## src/rtl/dsb_pkg.sv

```systemverilog
// shared constants and carrier types for the system bus access block
package dsb_pkg;
  // ==========================================================
  // register map on the debug module interface
  localparam int DMI_AW = 7;
  localparam logic [DMI_AW-1:0] ADDR_BUS_ADDRESS = 7'h39;
  localparam logic [DMI_AW-1:0] ADDR_DATA_LOW = 7'h3C;
  localparam logic [DMI_AW-1:0] ADDR_DATA_HIGH = 7'h3D;
  localparam logic [31:0] RST_ADDRESS = 32'h0;
  localparam logic [31:0] RST_DATA = 32'h0;
  localparam logic [31:0] UNMAPPED_DATA = 32'h0;
  // ==========================================================
  // error codes and access sizes
  localparam logic [2:0] ERR_NONE = 3'h0;
  localparam logic [2:0] ERR_BAD_ADDRESS = 3'h2;
  localparam logic [2:0] ERR_ALIGNMENT = 3'h3;
  localparam logic [2:0] ERR_SIZE = 3'h4;
  localparam logic [2:0] ACCESS_MAX = 3'h3;
  localparam int REGION_COUNT = 3;
  // ==========================================================
  // states and carriers
  typedef enum logic [0:0] {
    DSB_IDLE,
    DSB_BUSY
  } dsb_state_e;
  typedef struct packed {
    logic valid;
    logic write;
    logic [DMI_AW-1:0] addr;
    logic [31:0] wdata;
  } dsb_dmi_req_s;
  typedef struct packed {
    logic valid;
    logic [31:0] rdata;
  } dsb_dmi_rsp_s;
  typedef struct packed {
    logic req;
    logic write;
    logic [2:0] size;
    logic [31:0] addr;
    logic [63:0] wdata;
  } dsb_sb_req_s;
  typedef struct packed {
    logic ack;
    logic err;
    logic [63:0] rdata;
  } dsb_sb_rsp_s;
  typedef struct packed {
    logic read_on_addr;
    logic [2:0] access;
    logic auto_inc;
    logic read_on_data;
  } dsb_ctrl_s;
  typedef struct packed {
    logic busy;
    logic busy_error;
    logic [2:0] error;
  } dsb_stat_s;
endpackage

```

## src/rtl/dsb_bus_access.sv

```systemverilog
// system bus access path: address and data registers, bus master sequencing
// ==========================================================
// Functional notes
// - 32-bit bus address register, reset zero, gives every access address.
// - 32-bit low data register, reset zero, holds lower data bits.
// - 32-bit high data register, reset zero, holds data bits 63 to 32.
// - successful read loads both data registers with bus read data.
// - data bits above a narrow read width are don't-care.
// - accesses start only while error code and busy-violation are zero.
// - debugger read of low data starts bus read when read-on-data is set, write starts bus write.
// - high data register accesses never start a bus access.
// - data register access while busy sets busy-violation and is aborted.
// - closely coupled memories and interrupt controller range unreachable here.
// - registers reachable at their debug module interface offsets.
// - busy set when access requested, held until fully completed.
// - read-on-address-write starts a read at each newly written address.
// - auto-step adds access size in bytes to address after each access completed without bus error.
// - read-on-data-read starts a read after each low data read.
`timescale 1ns/1ns
`default_nettype none
module dsb_bus_access #(
  parameter logic [31:0] closely_coupled_instruction_memory_base = 32'hE000_0000,
  parameter logic [31:0] closely_coupled_instruction_memory_mask = 32'hFF00_0000,
  parameter logic [31:0] closely_coupled_data_memory_base = 32'hF000_0000,
  parameter logic [31:0] closely_coupled_data_memory_mask = 32'hFF00_0000,
  parameter logic [31:0] interrupt_controller_range_base = 32'hD000_0000,
  parameter logic [31:0] interrupt_controller_range_mask = 32'hFF00_0000
) (
  input wire logic clock_i,
  input wire logic rst_i,
  input wire dsb_pkg::dsb_dmi_req_s dmi_req_i,
  output var dsb_pkg::dsb_dmi_rsp_s dmi_rsp_o,
  input wire dsb_pkg::dsb_ctrl_s ctrl_i,
  input wire logic busy_error_clr_i,
  input wire logic error_clr_i,
  output var dsb_pkg::dsb_stat_s stat_o,
  output var dsb_pkg::dsb_sb_req_s sb_req_o,
  input wire dsb_pkg::dsb_sb_rsp_s sb_rsp_i
);
  import dsb_pkg::*;

  // ==========================================================
  // state
  dsb_state_e state_r, state_nxt;
  logic [31:0] bus_address_reg_r;
  logic [31:0] bus_data_low_reg_r;
  logic [31:0] bus_data_high_reg_r;
  logic busy_error_r;
  logic [2:0] error_r;
  dsb_sb_req_s sb_req_r;
  dsb_dmi_rsp_s dmi_rsp_r;

  // ==========================================================
  // register decode
  wire hit_addr = dmi_req_i.valid && (dmi_req_i.addr == ADDR_BUS_ADDRESS);
  wire hit_low = dmi_req_i.valid && (dmi_req_i.addr == ADDR_DATA_LOW);
  wire hit_high = dmi_req_i.valid && (dmi_req_i.addr == ADDR_DATA_HIGH);
  wire busy = (state_r == DSB_BUSY);
  wire gate_open = (error_r == ERR_NONE) && !busy_error_r;
  wire addr_wr = hit_addr && dmi_req_i.write;
  wire low_wr = hit_low && dmi_req_i.write;
  wire low_rd = hit_low && !dmi_req_i.write;
  wire data_violation = (hit_low || hit_high) && busy;
  wire addr_violation = addr_wr && busy && ctrl_i.read_on_addr;
  wire set_busy_error = data_violation || addr_violation;

  // ==========================================================
  // access request
  wire want_read = !busy && ((addr_wr && ctrl_i.read_on_addr)
    || (low_rd && ctrl_i.read_on_data));
  wire want_write = !busy && low_wr;
  wire want = (want_read || want_write) && gate_open;
  wire [31:0] start_addr = addr_wr ? dmi_req_i.wdata : bus_address_reg_r;
  wire [31:0] start_low = low_wr ? dmi_req_i.wdata : bus_data_low_reg_r;
  wire [63:0] start_wdata = {bus_data_high_reg_r, start_low};
  wire [3:0] size_bytes = 4'h1 << ctrl_i.access[1:0];
  wire [31:0] cur_bytes = {28'h0, 4'h1 << sb_req_r.size[1:0]};
  wire [31:0] align_mask = {28'h0, size_bytes - 4'h1};
  wire size_bad = ctrl_i.access > ACCESS_MAX;
  wire align_bad = (start_addr & align_mask) != 32'h0;

  // ==========================================================
  // closely coupled and controller ranges
  logic [REGION_COUNT-1:0][31:0] region_base;
  logic [REGION_COUNT-1:0][31:0] region_mask;
  logic [REGION_COUNT-1:0] region_hit;
  assign region_base = {interrupt_controller_range_base, closely_coupled_data_memory_base,
    closely_coupled_instruction_memory_base};
  assign region_mask = {interrupt_controller_range_mask, closely_coupled_data_memory_mask,
    closely_coupled_instruction_memory_mask};
  genvar gi;
  generate
    for (gi = 0; gi < REGION_COUNT; gi++) begin : g_region
      assign region_hit[gi] = (start_addr & region_mask[gi]) == region_base[gi];
    end
  endgenerate
  wire region_bad = |region_hit;
  wire start_ok = want && !size_bad && !align_bad && !region_bad;
  wire [2:0] start_err = size_bad ? ERR_SIZE :
    align_bad ? ERR_ALIGNMENT :
    region_bad ? ERR_BAD_ADDRESS : ERR_NONE;

  // ==========================================================
  // completion
  wire done = busy && sb_rsp_i.ack;
  wire done_ok = done && !sb_rsp_i.err;
  wire [31:0] stepped_addr = bus_address_reg_r + cur_bytes;

  // ==========================================================
  // next state
  always_comb begin
    state_nxt = state_r;
    case (state_r)
      DSB_IDLE: begin
        if (start_ok) begin
          state_nxt = DSB_BUSY;
        end
      end
      DSB_BUSY: begin
        if (sb_rsp_i.ack) begin
          state_nxt = DSB_IDLE;
        end
      end
      default: begin
        state_nxt = DSB_IDLE;
      end
    endcase
  end

  wire [2:0] error_nxt = (want && !start_ok) ? start_err :
    (done && sb_rsp_i.err) ? ERR_BAD_ADDRESS :
    error_clr_i ? ERR_NONE : error_r;
  wire busy_error_nxt = set_busy_error || (busy_error_r && !busy_error_clr_i);

  // ==========================================================
  // sequencing and status flops
  always_ff @(posedge clock_i or posedge rst_i) begin
    if (rst_i) begin
      state_r <= DSB_IDLE;
      busy_error_r <= 1'b0;
      error_r <= ERR_NONE;
    end else begin
      state_r <= state_nxt;
      busy_error_r <= busy_error_nxt;
      error_r <= error_nxt;
    end
  end

  // ==========================================================
  // address register
  always_ff @(posedge clock_i or posedge rst_i) begin
    if (rst_i) begin
      bus_address_reg_r <= RST_ADDRESS;
    end else if (done_ok && ctrl_i.auto_inc) begin
      bus_address_reg_r <= stepped_addr;
    end else if (addr_wr && !busy) begin
      bus_address_reg_r <= dmi_req_i.wdata;
    end
  end

  // ==========================================================
  // data registers
  always_ff @(posedge clock_i or posedge rst_i) begin
    if (rst_i) begin
      bus_data_low_reg_r <= RST_DATA;
      bus_data_high_reg_r <= RST_DATA;
    end else if (done_ok && !sb_req_r.write) begin
      bus_data_low_reg_r <= sb_rsp_i.rdata[31:0];
      bus_data_high_reg_r <= sb_rsp_i.rdata[63:32];
    end else if (!busy && dmi_req_i.write) begin
      if (hit_low) begin
        bus_data_low_reg_r <= dmi_req_i.wdata;
      end
      if (hit_high) begin
        bus_data_high_reg_r <= dmi_req_i.wdata;
      end
    end
  end

  // ==========================================================
  // bus master request, held until acknowledged
  always_ff @(posedge clock_i or posedge rst_i) begin
    if (rst_i) begin
      sb_req_r <= '0;
    end else if (start_ok) begin
      sb_req_r.req <= 1'b1;
      sb_req_r.write <= want_write;
      sb_req_r.size <= ctrl_i.access;
      sb_req_r.addr <= start_addr;
      sb_req_r.wdata <= start_wdata;
    end else if (done) begin
      sb_req_r.req <= 1'b0;
    end
  end

  // ==========================================================
  // debug interface read answer
  wire [31:0] rd_mux = hit_addr ? bus_address_reg_r :
    hit_low ? bus_data_low_reg_r :
    hit_high ? bus_data_high_reg_r : UNMAPPED_DATA;
  always_ff @(posedge clock_i or posedge rst_i) begin
    if (rst_i) begin
      dmi_rsp_r <= '0;
    end else begin
      dmi_rsp_r.valid <= dmi_req_i.valid;
      dmi_rsp_r.rdata <= dmi_req_i.write ? UNMAPPED_DATA : rd_mux;
    end
  end

  assign dmi_rsp_o = dmi_rsp_r;
  assign sb_req_o = sb_req_r;
  assign stat_o = {busy, busy_error_r, error_r};

  // ==========================================================
  // checks
  property p_busy_start;
    @(posedge clock_i) disable iff (rst_i)
    start_ok |=> stat_o.busy && sb_req_o.req;
  endproperty
  a_busy_start: assert property (p_busy_start) else $error("busy not set");

  property p_busy_held;
    @(posedge clock_i) disable iff (rst_i)
    (stat_o.busy && !sb_rsp_i.ack) |=> stat_o.busy && sb_req_o.req;
  endproperty
  a_busy_held: assert property (p_busy_held) else $error("busy not held");

  property p_busy_release;
    @(posedge clock_i) disable iff (rst_i)
    (stat_o.busy && sb_rsp_i.ack) |=> !stat_o.busy && !sb_req_o.req;
  endproperty
  a_busy_release: assert property (p_busy_release) else $error("busy not released");

  property p_rsp_valid;
    @(posedge clock_i) disable iff (rst_i)
    dmi_req_i.valid |=> dmi_rsp_o.valid;
  endproperty
  a_rsp_valid: assert property (p_rsp_valid) else $error("no interface answer");

  property p_bus_error;
    @(posedge clock_i) disable iff (rst_i)
    (done && sb_rsp_i.err) |=> error_r == ERR_BAD_ADDRESS
      && $stable(bus_data_low_reg_r) && $stable(bus_address_reg_r);
  endproperty
  a_bus_error: assert property (p_bus_error) else $error("failed read loaded");

  property p_read_on_data;
    @(posedge clock_i) disable iff (rst_i)
    (low_rd && ctrl_i.read_on_data && start_ok) |=> sb_req_o.req && !sb_req_o.write
      && sb_req_o.addr == $past(bus_address_reg_r);
  endproperty
  a_read_on_data: assert property (p_read_on_data) else $error("no read on data");

  property p_read_loads;
    @(posedge clock_i) disable iff (rst_i)
    (done_ok && !sb_req_o.write) |=> !stat_o.busy
      && bus_data_low_reg_r == $past(sb_rsp_i.rdata[31:0])
      && bus_data_high_reg_r == $past(sb_rsp_i.rdata[63:32]);
  endproperty
  a_read_loads: assert property (p_read_loads) else $error("read data not loaded");

  property p_violation;
    @(posedge clock_i) disable iff (rst_i)
    ((hit_low || hit_high) && stat_o.busy) |=> stat_o.busy_error;
  endproperty
  a_violation: assert property (p_violation) else $error("busy violation missed");

  property p_high_quiet;
    @(posedge clock_i) disable iff (rst_i)
    (hit_high && !sb_req_o.req) |=> !sb_req_o.req;
  endproperty
  a_high_quiet: assert property (p_high_quiet) else $error("high access started bus");

  property p_gate;
    @(posedge clock_i) disable iff (rst_i)
    ((error_r != ERR_NONE || busy_error_r) && !sb_req_o.req) |=> !sb_req_o.req;
  endproperty
  a_gate: assert property (p_gate) else $error("access despite error");

  property p_autostep;
    @(posedge clock_i) disable iff (rst_i)
    (done_ok && ctrl_i.auto_inc) |=>
      bus_address_reg_r == $past(bus_address_reg_r) + $past(cur_bytes);
  endproperty
  a_autostep: assert property (p_autostep) else $error("address not stepped");

  property p_low_write;
    @(posedge clock_i) disable iff (rst_i)
    (low_wr && !stat_o.busy && gate_open && start_ok) |=> sb_req_o.req && sb_req_o.write
      && sb_req_o.wdata[31:0] == $past(dmi_req_i.wdata)
      && sb_req_o.wdata[63:32] == bus_data_high_reg_r;
  endproperty
  a_low_write: assert property (p_low_write) else $error("low write not issued");

  property p_read_on_addr;
    @(posedge clock_i) disable iff (rst_i)
    (addr_wr && ctrl_i.read_on_addr && start_ok) |=> sb_req_o.req && !sb_req_o.write
      && sb_req_o.addr == $past(dmi_req_i.wdata) && bus_address_reg_r == sb_req_o.addr;
  endproperty
  a_read_on_addr: assert property (p_read_on_addr) else $error("no read on addr");

  property p_region_blocked;
    @(posedge clock_i) disable iff (rst_i)
    (want && region_bad && !size_bad && !align_bad) |=> !sb_req_o.req
      && error_r == ERR_BAD_ADDRESS;
  endproperty
  a_region_blocked: assert property (p_region_blocked) else $error("region reached");
endmodule
`default_nettype wire

```

## config.mk

```make
export PLATFORM = sky130hd
export DESIGN_NAME = dsb_bus_access
export DESIGN_NICKNAME = d
export VERILOG_FILES = /design/src/rtl/dsb_pkg.sv /design/src/rtl/dsb_bus_access.sv
export SDC_FILE = /design/constraint.sdc
export NUM_CORES = 1
export LEC_CHECK = 0
export CAP_MARGIN = 30
export CELL_PAD_IN_SITES_DETAIL_PLACEMENT = 1
export CELL_PAD_IN_SITES_GLOBAL_PLACEMENT = 2
export CORE_MARGIN = 2
export CORE_UTILIZATION = 38
export CTS_BUF_LIST = sky130_fd_sc_hd__clkbuf_8
export CTS_CLUSTER_DIAMETER = 50
export DETAILED_ROUTE_END_ITERATION = 8
export DONT_BUFFER_PORTS = 1
export PLACE_DENSITY_LB_ADDON = 0.25
export SETUP_SLACK_MARGIN = 0.05
export SLEW_MARGIN = 30
export SYNTH_ARGS = -nofsm -noshare
export SYNTH_HDL_FRONTEND = slang
export SYNTH_SLANG_ARGS = --single-unit
```

## constraint.sdc

```tcl
create_clock -name clock_i -period 7.85 [get_ports clock_i]
set_input_delay 1.57 -clock clock_i [delete_from_list [all_inputs] [get_ports clock_i]]
set_output_delay 1.57 -clock clock_i [all_outputs]
set_load 0.02 [all_outputs]
```

==> results.py <==
metrics = {
    "outcome": {
        "status": "finished, final reports clean",
    },
    "clock_tree": {
        "clk_latency_ps": 550,
        "cts_buffers": 44,
        "cts.htree.levels": 2,
        "cts_num_sinks": 235,
        "cts.root.buffer_cell": "clkbuf_8",
        "clk_pin_slew_ps": 50,
        "cts_resized": 0,
        "cts_post_setup_buffers_inserted": 0,
        "clockBufferDepth": 3,
        "hold_buffers": 0,
        "cts_tree": "done",
    },
    "logic_synthesis": {
        "ys.flop_type": "dfrtp_1",
        "synth_common_cells": "dfrtp_1 (235), nand2_1 (150), mux2_1 (99), nor2_1 (96), mux2_2 (59)",
        "synth_xor_area_share_pct": 0.0775,
        "syn_nets": 1174,
        "synth.area.top_cells": "dfrtp_1 (52%), mux2_1 (9.9%), mux2_2 (5.9%), nand2_1 (5.0%), nor2_1 (3.2%)",
        "synth-seq-cells": 235,
        "synth.area.mux_share_pct": 18.7,
        "synth-simple-area-share_pct": 13.8,
        "synth_edf_count": 0,
        "yosysUniqueCellTypes": 60,
        "yosys_warnings": 0,
        "yosysTopAreaCell": "dfrtp_1",
        "synth_fa_ha_area_share_pct": 0.620,
        "yosys.cell_count.top_type": "dfrtp_1",
        "synth_top_family_by_area": "multiplexers",
        "synth_compound_area_share_pct": 11.0,
        "syn-cell-area_um2": 11300,
        "netlist_instances": 1052,
        "synth_top_cell_area_share_pct": 52.1,
        "ys_async_sr_fraction_pct": 100,
        "synth.avg_cell_area_um2": 10.7,
        "synth_seq_area_share_pct": 52.1,
    },
    "critical_path": {
        "cp_num_cells": 7,
        "cp_max_fo": 43,
        "r2r_setup_slack_ps": 4800,
        "crit_slowest_cell": "and4_4",
        "crit_chain": "and4b_1 > and4_4 > mux2_4 > o31ai_4 > and4_4 > buf_4 > mux2_1",
        "critPathMostFrequentCell": "and4_4",
        "r2r-end": "bus_address_reg_r[20]",
        "critPathRequiredTime_ps": 8280,
        "max_stage_delay_ps": 610,
        "r2r_cells": 10,
        "path_class": "in -> reg",
        "critPathTopFamily": "simple AND/OR/NAND/NOR gates",
        "r2r-start": "sb_req_o[96]",
        "critPathLaunch": "dmi_req_i[38]",
        "cp-start-kind": "input pin",
        "worst_setup_path_end_kind": "flop",
        "critPathBufInv": 1,
        "crit_end": "sb_req_o[42]",
        "arrival_ps": 4560,
    },
    "floorplan": {
        "chipWidth_um": 176,
        "core_um2": 29500,
        "die_height_um": 176,
        "dieArea_um2": 31100,
        "initial_core_util_pct": 38.3,
        "rows": 63,
        "ios": 256,
    },
    "place": {
        "dp.final_hpwl_um": 22300,
        "gp_congestion": 0.738,
        "io_buffer_count": 0,
    },
    "grt": {
        "grt_overflow": 0,
        "grt_pass1_wl_um": 52800,
        "grt_pass1_vias": 8863,
        "antenna_found_initial": 0,
        "grt_max_degree": 133,
        "grtUsageTotal_pct": 21.7,
    },
    "sta": {
        "fin_skew_ps": 19.9,
        "rsz0062_at_grt": "no",
        "slew_viol_final": 0,
        "period_share_pct": 52.7,
        "finalSetupViolations": 0,
        "post-route-min-period_ps": 4130,
        "worstMarginPinSlew_ps": 815,
        "tns_ps": 0,
        "max_freq_mhz": 242,
        "hold_viol": 0,
        "whs_ps": 507,
        "slew-limit-headroom_pct": 45.6,
    },
    "routing": {
        "drt-total-wl_um": 33600,
        "ant_nets": 0,
        "post_drt_wl_per_cell_um": 23.0,
        "dr.pass1.iters": 4,
        "first_iter_violations": 329,
        "drc": 0,
        "via_per_inst": 5.65,
        "vias": 8260,
    },
    "layout": {
        "nets": 1167,
        "antenna_cells": 0,
        "fillers": 3255,
        "area_growth_syn_to_layout_pct": 10.6,
        "drive_above_1_share_pct": 14.1,
    },
    "pwr": {
        "leakagePower_nw": 6.03,
        "p_per_area_nw_per_um2": 206,
        "peakVddDrop_mv": 0.111,
    },
    "job": {
        "maxCapViolations": 0,
    },
    "min_path": {
        "hold_path.class": "reg -> reg",
    },
}
-- final cells by class --
| class | count | area, µm² | share of cell area [%] |
|---|---|---|---|
| Sequential cell | 235 | 5880 | 47.1 |
| Multi-Input combinational cell | 733 | 5040 | 40.4 |
| Clock buffer | 56 | 771 | 6.17 |
| Tap cell | 390 | 488 | 3.91 |
| Timing Repair Buffer | 17 | 184 | 1.47 |
| Clock inverter | 17 | 68.8 | 0.551 |
| Inverter | 14 | 56.3 | 0.451 |
-- logic make-up after synthesis --
| kind of cell | count (synthesis) |
|---|---|
| AOI/OAI and AO/OA | 190 |
| xor gates and xnor gates | 1 |
| adders and majority gates | 5 |
| buffers and inverters | 84 |
| DFF | 235 |
| muxes | 191 |
| and+or+nand+nor | 346 |
-- worst register-to-register path, cell delays in order (launching register included) --
cell       delay [ps]
dfrtp_1           530
nor2_1            170
ha_1              190
inv_1              60
fa_1              380
nor2b_1           210
o21ai_1           160
a2111oi_1         710
and3_1            270
o21a_1            120
o221a_2           170
-- sequential cells by signal, summed over array words and instances (netlist names) --
register / cells
busy: 1
sb_req_o: 101
bus_data_low_reg_r: 32
dmi_rsp_o: 33
busy_error_r: 1
error_r: 3
bus_address_reg_r: 32
bus_data_high_reg_r: 32
-- metal layers --
| metal | GRT usage [%] | up-vias | share of wire, % |
|---|---|---|---|
| met1 | 28.2 | 4222 | 44 |
| met3 | 5.77 | 53 | 6.1 |
| met2 | 36.1 | 213 | 48 |
| met4 | 5.27 | 0 | 1.7 |
| met5 | 0 | - | 0 |
| li1 | - | 3772 | - |
-- stage by stage --
step | utilization (%) | setup WS, ps | instances | area, µm² | total power [W]
3_5_place_dp | 39.4 | 2280 | 1388 | 11600 | 0.00145
6_report | 42.4 | 3720 | 1462 | 12500 | 0.00257
3_3_place_gp | 39.3 | 2320 | 1387 | 11600 | 0.00145
2_1_floorplan | - | 3200 | 1052 | 11300 | 0.00142
5_1_grt | 42.4 | 3530 | 1462 | 12500 | 0.00268
4_1_cts | 42.3 | 2850 | 1461 | 12500 | 0.00261
-- power by group --
part           leakage, nW  switching, W  total, W  internal [W]
registers             3.25     0.0000522   0.00131       0.00125
logic                 2.29     0.0000685  0.000123     0.0000546
clock network        0.488      0.000509   0.00114      0.000633
total                 6.03      0.000629   0.00257       0.00194
-- layout by cell type (no fill, tap or decap), types with 32 or more instances in the layout --
cell / n
clkbuf_8: 56
nor2_1: 94
nor4_1: 36
mux2i_1: 32
a22oi_1: 34
mux2_1: 99
mux2_2: 59
a21oi_1: 43
dfrtp_1: 235
nand2_1: 148
-- worst min-delay path by stage --
stage,slack [ps],to,cells past startpoint,startpoint
floorplan,460,bus_data_high_reg_r[0],2,bus_data_high_reg_r[0]
global placement,490,bus_data_high_reg_r[31],2,bus_data_high_reg_r[31]
detailed placement,500,bus_data_high_reg_r[31],2,bus_data_high_reg_r[31]
CTS,510,bus_data_high_reg_r[31],2,bus_data_high_reg_r[31]
global route,540,bus_data_high_reg_r[31],2,bus_data_high_reg_r[31]
finish,510,bus_data_high_reg_r[30],2,bus_data_high_reg_r[30]
No activity file was read; power rests on OpenSTA's default activity.
